## src/posstat_pkg.sv

```systemverilog
package posstat_pkg;

    // widths
    localparam int STEP_W   = 32;
    localparam int MICROSTEP_COUNT_W  = 16;
    localparam int ENC_W    = 32;

    // motion command codes held in the command progress word
    typedef enum logic [3:0] {
        CMD_UNKNOWN   = 4'h0,
        CMD_ABS_MOVE  = 4'h1,
        CMD_REL_SHIFT = 4'h2,
        CMD_RUN_POS   = 4'h3,
        CMD_RUN_NEG   = 4'h4,
        CMD_SMOOTH    = 4'h5,
        CMD_FAST_STOP = 4'h6,
        CMD_HOME      = 4'h7,
        CMD_BACKLASH  = 4'h8
    } motion_cmd_e;

    // command progress word layout: [3:0] code, [4] running, [5] success
    localparam int CPW_CODE_LSB   = 0;
    localparam int CPW_RUN_BIT    = 4;
    localparam int CPW_OK_BIT     = 5;
    localparam int CPW_W          = 6;

    // motion flags word layout
    localparam int MFW_MOVING_BIT = 0;
    localparam int MFW_SPEED_BIT  = 1;
    localparam int MFW_BACKL_BIT  = 2;
    localparam int MFW_W          = 3;

    typedef enum logic [1:0] {
        PWR_OFF, PWR_REDUCED, PWR_NOMINAL, PWR_LOW_SUPPLY
    } power_state_e;

    typedef enum logic [2:0] {
        ENC_ABSENT, ENC_UNKNOWN, ENC_OK, ENC_REVERSED, ENC_DEFECT
    } enc_state_e;

    typedef enum logic [1:0] {
        COIL_UNKNOWN, COIL_OPEN, COIL_CONNECTED, COIL_SHORTED
    } coil_state_e;

    // encoder statistics
    localparam int ENC_SAMPLES_DEF   = 64;
    localparam int ENC_BAD_LIMIT_DEF = 16;
    localparam int ENC_CNT_W         = 8;

    // coil classification thresholds (arbitrary units of measurement)
    localparam logic [15:0] COIL_SHORT_R_DEF = 16'h0002;
    localparam logic [15:0] COIL_SHORT_L_DEF = 16'h0002;
    localparam logic [15:0] COIL_OPEN_R_DEF  = 16'hF000;

endpackage : posstat_pkg

```

## src/encoder_health.sv

```systemverilog
`timescale 1ns/1ps
module encoder_health
    import posstat_pkg::*;
#(
    parameter int SAMPLES   = ENC_SAMPLES_DEF,
    parameter int BAD_LIMIT = ENC_BAD_LIMIT_DEF
) (
    input  wire logic       clock,
    input  wire logic       rst,
    input  wire logic       encPresent,
    input  wire logic       feedbackOn,
    input  wire logic       moving,
    input  wire logic       rotorStep,
    input  wire logic       rotorDirPos,
    input  wire logic       encStep,
    input  wire logic       encDirPos,
    output enc_state_e      state
);

    typedef struct packed {
        enc_state_e             cls;
        logic [ENC_CNT_W-1:0]   samples;
        logic [ENC_CNT_W-1:0]   agree;
        logic [ENC_CNT_W-1:0]   reversed;
        logic [ENC_CNT_W-1:0]   quiet;
    } health_s;

    health_s r;
    health_s next_r;

    // =========================================================
    // statistics, only while moving
    always_comb begin
        next_r = r;
        if (!encPresent) begin
            next_r = '0;
            next_r.cls = ENC_ABSENT;
        end else if (feedbackOn) begin
            next_r.cls = ENC_UNKNOWN;
        end else if (moving && rotorStep) begin
            next_r.samples = r.samples + 8'(1);
            if (!encStep)
                next_r.quiet = r.quiet + 8'(1);
            else if (encDirPos == rotorDirPos)
                next_r.agree = r.agree + 8'(1);
            else
                next_r.reversed = r.reversed + 8'(1);
            // decide only after a full sample window
            if (r.samples == 8'(SAMPLES - 1)) begin
                if (r.quiet >= 8'(BAD_LIMIT)
                    || (r.agree >= 8'(BAD_LIMIT)
                        && r.reversed >= 8'(BAD_LIMIT)))
                    next_r.cls = ENC_DEFECT;
                else if (r.reversed > r.agree)
                    next_r.cls = ENC_REVERSED;
                else
                    next_r.cls = ENC_OK;
                next_r.samples  = '0;
                next_r.agree    = '0;
                next_r.reversed = '0;
                next_r.quiet    = '0;
            end
        end else if (r.cls == ENC_ABSENT) begin
            next_r.cls = ENC_UNKNOWN;
        end
    end

    always_ff @(posedge clock or posedge rst) begin
        if (rst) begin
            r     <= '0;
            r.cls <= ENC_ABSENT;
        end else begin
            r <= next_r;
        end
    end

    assign state = r.cls;

endmodule : encoder_health

```

## src/position_counters_and_motion_status.sv

```systemverilog
`timescale 1ns/1ps
module position_counters_and_motion_status
    import posstat_pkg::*;
#(
    parameter int          SAMPLES      = ENC_SAMPLES_DEF,
    parameter int          BAD_LIMIT    = ENC_BAD_LIMIT_DEF,
    parameter logic [15:0] SHORT_R      = COIL_SHORT_R_DEF,
    parameter logic [15:0] SHORT_L      = COIL_SHORT_L_DEF,
    parameter logic [15:0] OPEN_R       = COIL_OPEN_R_DEF
) (
    input  wire logic                       clock,
    input  wire logic                       rst,
    // commands from the interpreter
    input  wire logic                       setZeroCmd,
    input  wire logic                       preset_counters_cmd,
    input  wire logic                       presetIgnoreStep,
    input  wire logic                       presetIgnoreEnc,
    input  wire logic signed [STEP_W-1:0]   presetStep,
    input  wire logic signed [MICROSTEP_COUNT_W-1:0]  presetMicro,
    input  wire logic signed [ENC_W-1:0]    presetEnc,
    input  wire logic                       motionCmdValid,
    input  wire logic [3:0]                 motionCmdCode,
    input  wire logic signed [STEP_W-1:0]   cmdTarget,
    input  wire logic                       shiftModeOn,
    input  wire logic signed [STEP_W-1:0]   shiftTarget,
    // manual controls
    input  wire logic                       joyEnable,
    input  wire logic                       joyPos,
    input  wire logic                       joyNeg,
    // motion engine
    input  wire logic                       stepPulse,
    input  wire logic                       stepDirPos,
    input  wire logic                       microPulse,
    input  wire logic                       encPulse,
    input  wire logic                       encDirPos,
    input  wire logic                       moving,
    input  wire logic [15:0]                curSpeed,
    input  wire logic [15:0]                setSpeed,
    input  wire logic                       backlashActive,
    input  wire logic                       motionDone,
    input  wire logic                       targetReached,
    input  wire logic                       leadingEncMode,
    // analog classification inputs
    input  wire logic                       windingEnable,
    input  wire logic                       currentReduced,
    input  wire logic                       supplyShort,
    input  wire logic [15:0]                coilR0,
    input  wire logic [15:0]                coilL0,
    input  wire logic                       coilValid0,
    input  wire logic [15:0]                coilR1,
    input  wire logic [15:0]                coilL1,
    input  wire logic                       coilValid1,
    input  wire logic                       encPresent,
    input  wire logic                       feedbackOn,
    // status outputs
    output logic signed [STEP_W-1:0]        primary_position_count,
    output logic signed [MICROSTEP_COUNT_W-1:0]       microstep_count,
    output logic signed [ENC_W-1:0]         encoderCount,
    output logic signed [STEP_W-1:0]        moveTarget,
    output logic signed [STEP_W-1:0]        shiftDest,
    output logic [MFW_W-1:0]                motion_flags_word,
    output logic [CPW_W-1:0]                command_progress_word,
    output power_state_e                    winding_power_state,
    output enc_state_e                      encoder_health_state,
    output coil_state_e [1:0]               coil_connection_state,
    output logic                            issueCmdValid,
    output logic [3:0]                      issueCmdCode
);

    typedef struct packed {
        logic signed [STEP_W-1:0]   step;
        logic signed [MICROSTEP_COUNT_W-1:0]  micro;
        logic signed [ENC_W-1:0]    enc;
        logic signed [STEP_W-1:0]   target;
        logic signed [STEP_W-1:0]   shift;
        logic [MFW_W-1:0]           flags;
        logic [3:0]                 code;
        logic                       running;
        logic                       ok;
        logic                       joyPosQ;
        logic                       joyNegQ;
        logic                       joyPosS;
        logic                       joyNegS;
        logic                       joyIssue;
        logic [3:0]                 joyCode;
        logic                       lastDefl;
        power_state_e               pwr;
        coil_state_e [1:0]          coil;
    } state_s;

    state_s r;
    state_s next_r;
    enc_state_e encState;

    // =========================================================
    // helpers
    function automatic coil_state_e classify(
        input logic [15:0] res,
        input logic [15:0] ind,
        input logic        valid
    );
        if (!valid)
            return COIL_UNKNOWN;
        else if (res <= SHORT_R && ind <= SHORT_L)
            return COIL_SHORTED;
        else if (res >= OPEN_R)
            return COIL_OPEN;
        else
            return COIL_CONNECTED;
    endfunction : classify

    function automatic logic signed [STEP_W-1:0] step_delta(
        input logic pulse,
        input logic dirPos
    );
        if (!pulse)
            return '0;
        return dirPos ? STEP_W'(1) : -STEP_W'(1);
    endfunction : step_delta

    // =========================================================
    // state update
    logic signed [STEP_W-1:0] advStep;
    logic signed [ENC_W-1:0]  advEnc;
    logic                     deflected;

    always_comb begin
        next_r    = r;
        // counters advance with the motion engine first
        advStep   = r.step + step_delta(stepPulse, stepDirPos);
        advEnc    = r.enc + ENC_W'(step_delta(encPulse, encDirPos));
        next_r.step = leadingEncMode ? advEnc : advStep;
        if (leadingEncMode)
            next_r.micro = '0;
        else if (microPulse)
            next_r.micro = stepDirPos ? r.micro + MICROSTEP_COUNT_W'(1)
                                      : r.micro - MICROSTEP_COUNT_W'(1);
        next_r.enc = advEnc;

        // set-zero: all counters cleared and targets rebased in the same cycle
        if (setZeroCmd) begin
            next_r.step   = '0;
            next_r.micro  = '0;
            next_r.enc    = '0;
            // physical destination kept by subtracting the position
            next_r.target = r.target - advStep;
            next_r.shift  = r.shift - advStep;
        end else if (preset_counters_cmd) begin
            if (!presetIgnoreStep) begin
                next_r.step   = presetStep;
                next_r.micro  = leadingEncMode ? '0 : presetMicro;
                // rebase target so the physical end stays put
                next_r.target = r.target + (presetStep - advStep);
                next_r.shift  = r.shift + (presetStep - advStep);
            end // target keeps its physical meaning, not zeroed
            if (!presetIgnoreEnc)
                next_r.enc = presetEnc;
        end

        if (motionCmdValid && motionCmdCode == 4'(CMD_ABS_MOVE))
            next_r.target = cmdTarget;
        else if (motionCmdValid && motionCmdCode == 4'(CMD_REL_SHIFT))
            next_r.target = next_r.target + cmdTarget;
        if (shiftModeOn && motionCmdValid && !setZeroCmd)
            next_r.shift = shiftTarget;

        // motion flags captured together
        next_r.flags[MFW_MOVING_BIT] = moving;
        next_r.flags[MFW_SPEED_BIT]  = moving && (curSpeed == setSpeed);
        next_r.flags[MFW_BACKL_BIT]  = backlashActive;

        // command progress word
        if (motionCmdValid) begin
            next_r.code    = motionCmdCode;
            next_r.running = 1'b1;
            next_r.ok      = 1'b1;
        end else if (joyIssue_w()) begin
            next_r.code    = r.joyCode;
            next_r.running = 1'b1;
            next_r.ok      = 1'b1;
        end else if (motionDone && r.running) begin
            next_r.running = 1'b0;
            next_r.ok      = targetReached;
        end

        // joystick, synchronised, issues ordinary commands on change
        next_r.joyPosQ  = joyPos;
        next_r.joyNegQ  = joyNeg;
        next_r.joyPosS  = r.joyPosQ;
        next_r.joyNegS  = r.joyNegQ;
        deflected       = r.joyPosS ^ r.joyNegS;
        next_r.joyIssue = 1'b0;
        if (joyEnable && (deflected != r.lastDefl
            || (deflected && r.joyCode != (r.joyPosS ? 4'(CMD_RUN_POS)
                                                     : 4'(CMD_RUN_NEG))))) begin
            next_r.joyIssue = 1'b1;
            next_r.joyCode  = !deflected ? 4'(CMD_SMOOTH)
                            : r.joyPosS  ? 4'(CMD_RUN_POS)
                                         : 4'(CMD_RUN_NEG);
        end
        if (joyEnable)
            next_r.lastDefl = deflected;

        // power classification
        if (!windingEnable)
            next_r.pwr = PWR_OFF;
        else if (supplyShort)
            next_r.pwr = PWR_LOW_SUPPLY;
        else if (currentReduced)
            next_r.pwr = PWR_REDUCED;
        else
            next_r.pwr = PWR_NOMINAL;

        next_r.coil[0] = classify(coilR0, coilL0, coilValid0);
        next_r.coil[1] = classify(coilR1, coilL1, coilValid1);
    end

    // joystick command pending this cycle (issued last cycle)
    function automatic logic joyIssue_w();
        return r.joyIssue;
    endfunction : joyIssue_w

    always_ff @(posedge clock or posedge rst) begin
        if (rst) begin
            r      <= '0;
            r.code <= 4'(CMD_UNKNOWN);
            r.ok   <= 1'b1;
            r.pwr  <= PWR_OFF;
            r.joyCode <= 4'(CMD_SMOOTH);
        end else begin
            r <= next_r;
        end
    end

    // =========================================================
    // encoder classification
    encoder_health #(
        .SAMPLES    (SAMPLES),
        .BAD_LIMIT  (BAD_LIMIT)
    ) u_enc (
        .clock      (clock),
        .rst        (rst),
        .encPresent (encPresent),
        .feedbackOn (feedbackOn),
        .moving     (moving),
        .rotorStep  (stepPulse),
        .rotorDirPos(stepDirPos),
        .encStep    (encPulse),
        .encDirPos  (encDirPos),
        .state      (encState)
    );

    // =========================================================
    // outputs, all from registers
    assign primary_position_count = r.step;
    assign microstep_count        = r.micro;
    assign encoderCount           = r.enc;
    assign moveTarget             = r.target;
    assign shiftDest              = r.shift;
    assign motion_flags_word      = r.flags;
    assign command_progress_word  = {r.ok, r.running, r.code};
    assign winding_power_state    = r.pwr;
    assign encoder_health_state   = encState;
    assign coil_connection_state  = r.coil;
    assign issueCmdValid          = r.joyIssue;
    assign issueCmdCode           = r.joyCode;

endmodule : position_counters_and_motion_status

```

## config.mk

```make
export PLATFORM = sky130hd
export DESIGN_NAME = position_counters_and_motion_status
export DESIGN_NICKNAME = d
export VERILOG_FILES = /design/src/posstat_pkg.sv /design/src/encoder_health.sv /design/src/position_counters_and_motion_status.sv
export SDC_FILE = /design/constraint.sdc
export NUM_CORES = 1
export LEC_CHECK = 0
export BUFFER_PORTS_ARGS = -buffer_cell sky130_fd_sc_hd__buf_4
export CAP_MARGIN = 20
export CORE_ASPECT_RATIO = 1.75
export CORE_MARGIN = 1.5
export CORE_UTILIZATION = 30
export CTS_CLUSTER_DIAMETER = 60
export DETAILED_ROUTE_END_ITERATION = 6
export PLACE_DENSITY = 0.58
export REMOVE_ABC_BUFFERS = 1
export SLEW_MARGIN = 10
export SYNTH_ARGS = -nofsm -noshare
export SYNTH_HDL_FRONTEND = slang
export SYNTH_HIERARCHICAL = 1
export SYNTH_SLANG_ARGS = --single-unit
```

## constraint.sdc

```tcl
create_clock -name clock -period 22.5 [get_ports clock]
set_input_delay 1.125 -clock clock [delete_from_list [all_inputs] [get_ports clock]]
set_output_delay 1.125 -clock clock [all_outputs]
set_load 0.03 [all_outputs]
```

==> results_dict.tcl <==
set metrics [dict create \
    power_switching_mw 1.98 \
    netlist_instances 3125 \
    final_cell_mix "475 x buf_4, 323 x nor2_1, 290 x nand2_1" \
    setup_viol 0 \
    layoutNonFillerInstCount 4409 \
    grt_pass1_vias 23700 \
    maxCapViolCount 0 \
    clk_latency_ns 0.57 \
    p_int_mw 1.95 \
    cpMaxStageDelayCell "nor4_1" \
    drt_iter0_drc 1632 \
    power.share.clock_pct 14.1 \
    die-area_sq_um 82300 \
    grt_pass1_wl_um 139000 \
    layout.nets 3843 \
    multiInputGateArea_sq_um 16900 \
    ant_nets 0 \
    core_sq_um 79700 \
    grt.total_usage_pct 22.1 \
    fin_crit_ns 9.95 \
    dr.pass1.iters 6 \
    final_hold_viol_count 0 \
    synth_seq_cells 203 \
    wl_met3_um 6640 \
    wl_met1_um 34900 \
    critical_path_class "input port to flip-flop" \
    dieWidth_um 218 \
    final_max_slew_viol_count 0 \
    io_buffers 437 \
    drive_above_1_share_pct 18.3 \
    min_from "next_r[12]" \
    top_layer "met5" \
    antenna_found_initial 7 \
    worst_pin_slew_ns 0.979 \
    timing.rr.start "primary_position_count[0]" \
    avgSynthCellArea_sq_um 7.73 \
    rsz0062_at_grt "false" \
    p_per_area_nw_per_um2 138 \
    rows 137 \
    hold_path_class "flip-flop to flip-flop" \
    grt_max_degree 101 \
    ioPinCount 439 \
    async_reset_ff_share_pct 100 \
    yosysUniqueCellTypes 103 \
    postCtsSetupRepairBufs 0 \
    cts_made_buffers 34 \
    area_growth_pct 17.7 \
    vias_per_cell 5.43 \
    met2RoutedLength_um 47100 \
    clk_pin_slew_worst_paths_ns 0.06 \
    startpoint_type "input port" \
    yosysWarningCount 6 \
    seqPwrFrac_pct 15.5 \
    drc 0 \
    clock_sinks 203 \
    comb_power_share_pct 70.4 \
    vias 23900 \
    status "finished clean" \
    hold_buffers 0 \
    dp.cells 4342 \
    regArea_sq_um 5080 \
    swShare_pct 50.4 \
    dp_hpwl_um 73300 \
    post_cts_resized 0 \
    cp-startpoint "stepDirPos" \
    cts_buffer_depth 3 \
    grt.overflow.total 0 \
    cts_tree "yes" \
    start_util_pct 30.3 \
    fillerInstances 8502 \
    cts-root-buf "clkbuf_16" \
    cp_max_fo 38 \
    crit_required_ns 22.93 \
    synth-edff-count 0 \
    wire_per_inst_um 21.1 \
    cp-end-kind "flip-flop" \
    leakagePower_nw 12.8 \
    tns_ns 0 \
    routabilityCongestion 0.928 \
    wl_um 93200 \
    die_h_um 378 \
    slew_headroom_pct 34.8 \
    ys_seq_area_share_pct 21.0 \
    cp_data_arrival_time_ns 10.38 \
    fmax_ghz 0.101 \
    fin_crit_sh_pct 44.2 \
    peakVddDrop_uv 90.0 \
    cts_max_level 2 \
    max_stage_delay_ns 0.56 \
    finalClockSkew_ns 0.0152 \
    syn_area_sq_um 24200 \
    final_common_cell "buf_4" \
    crit_path_frequent_cell "o21ai_0" \
    synth_ff_type "dfrtp_1" \
]
## flip-flops by register name, indices dropped and copies added (netlist names)
| name | cells |
|---|---|
| issueCmdCode | 3 |
| u_enc/r | 32 |
| moveTarget | 32 |
| microstep_count | 16 |
| r | 3 |
| issueCmdValid | 1 |
| primary_position_count | 32 |
| command_progress_word | 6 |
| motion_flags_word | 3 |
| encoderCount | 32 |
| next_r | 2 |
| shiftDest | 32 |
| winding_power_state | 2 |
| coil_connection_state | 4 |
| u_enc/state | 3 |
## final timing paths
check	endpoint	slack, ns	depth (start not counted)
max in group asynchronous	moveTarget[13]	20.27	3
max reg2reg	moveTarget[31]	13.10	39
min in group asynchronous	encoderCount[11]	0.70	2
min reg2reg	r[12]	0.35	0
max	moveTarget[31]	12.55	40
min	r[12]	0.35	0
## metal layers
layer  GRT usage, %  vias to the layer above
met5              0                        -
met4           10.2                        6
met3           4.68                      200
met2           40.7                      862
met1           23.9                    11300
li1               -                    11500
## power groups by stage
stage	clock, mW	sequential, mW	combinational, mW
after floorplan	0	0.692	1.90
after global placement	0	0.616	2.72
after detailed placement	0	0.615	2.74
after CTS	0.570	0.609	2.76
after global routing	0.580	0.620	3.06
final	0.554	0.611	2.77
## cell type report
cell class | count | area share [%]
sequential | 203 | 17.9
antenna | 3 | 0.0264
multi-input combinational | 2512 | 59.4
clock inverter | 18 | 0.550
clock buffer | 44 | 3.52
inverter | 111 | 1.49
timing repair buffer | 476 | 12.6
tap | 1042 | 4.58
## cells in the mapped netlist, drive strengths merged, types with 10 or more instances
master	n	area, sq um
o21ai	191	956
nand2b	38	238
a211o	14	123
a221oi	18	164
a22oi	14	105
or2	25	156
clkbuf	105	395
buf	194	1400
and3	25	156
maj3	16	163
a21oi	268	1350
o22ai	14	87.6
nor3	78	390
nor2	325	1220
xnor2	196	1720
a211oi	71	546
inv	111	417
xor2	73	647
o21a	33	248
a21o	57	428
nor2b	36	225
or3	15	93.8
dfrtp	200	5000
and2	30	189
a21boi	15	113
o31ai	21	158
nand3b	10	87.6
mux2i	45	450
a31oi	32	215
nor4	35	219
o21bai	31	233
nand3	58	300
nand4	32	200
o211ai	27	203
ha	225	2820
nand2	290	1090
## critical path: cells and delay by family
family / cells / cell delay, ns
XOR/XNOR: 4 / 0.78
buffers and inverters: 2 / 0.52
multiplexers: 2 / 0.42
AND/OR/NAND/NOR: 8 / 1.51
AO/OA/AOI/OAI: 20 / 4.77
adder cells (fa/ha/maj): 4 / 1.26
## stage by stage
| step | utilization (%) | setup WS [ns] | total power [mW] | area [sq um] | hold slack, ns |
|---|---|---|---|---|---|
| floorplan | - | 12.85 | 2.59 | 22400 | 0.331 |
| global placement | 34.2 | 12.10 | 3.34 | 27300 | 0.335 |
| detailed placement | 34.2 | 12.02 | 3.35 | 27300 | 0.339 |
| CTS | 35.7 | 12.59 | 3.94 | 28400 | 0.353 |
| global route | 35.7 | 11.67 | 4.26 | 28400 | 0.369 |
| finish | 35.7 | 12.55 | 3.93 | 28400 | 0.350 |
## logic make-up after synthesis
kind of cell | after synthesis | synth area share [%]
simple gates | 1029 | 20.1
fa+ha+maj | 249 | 13.0
other cells | 1 | 0.0155
mux | 54 | 2.30
xor+xnor | 270 | 9.88
flops | 203 | 21.0
compound gates | 909 | 24.5
buf+inv | 410 | 9.14
No activity file was read; power rests on OpenSTA's default activity.
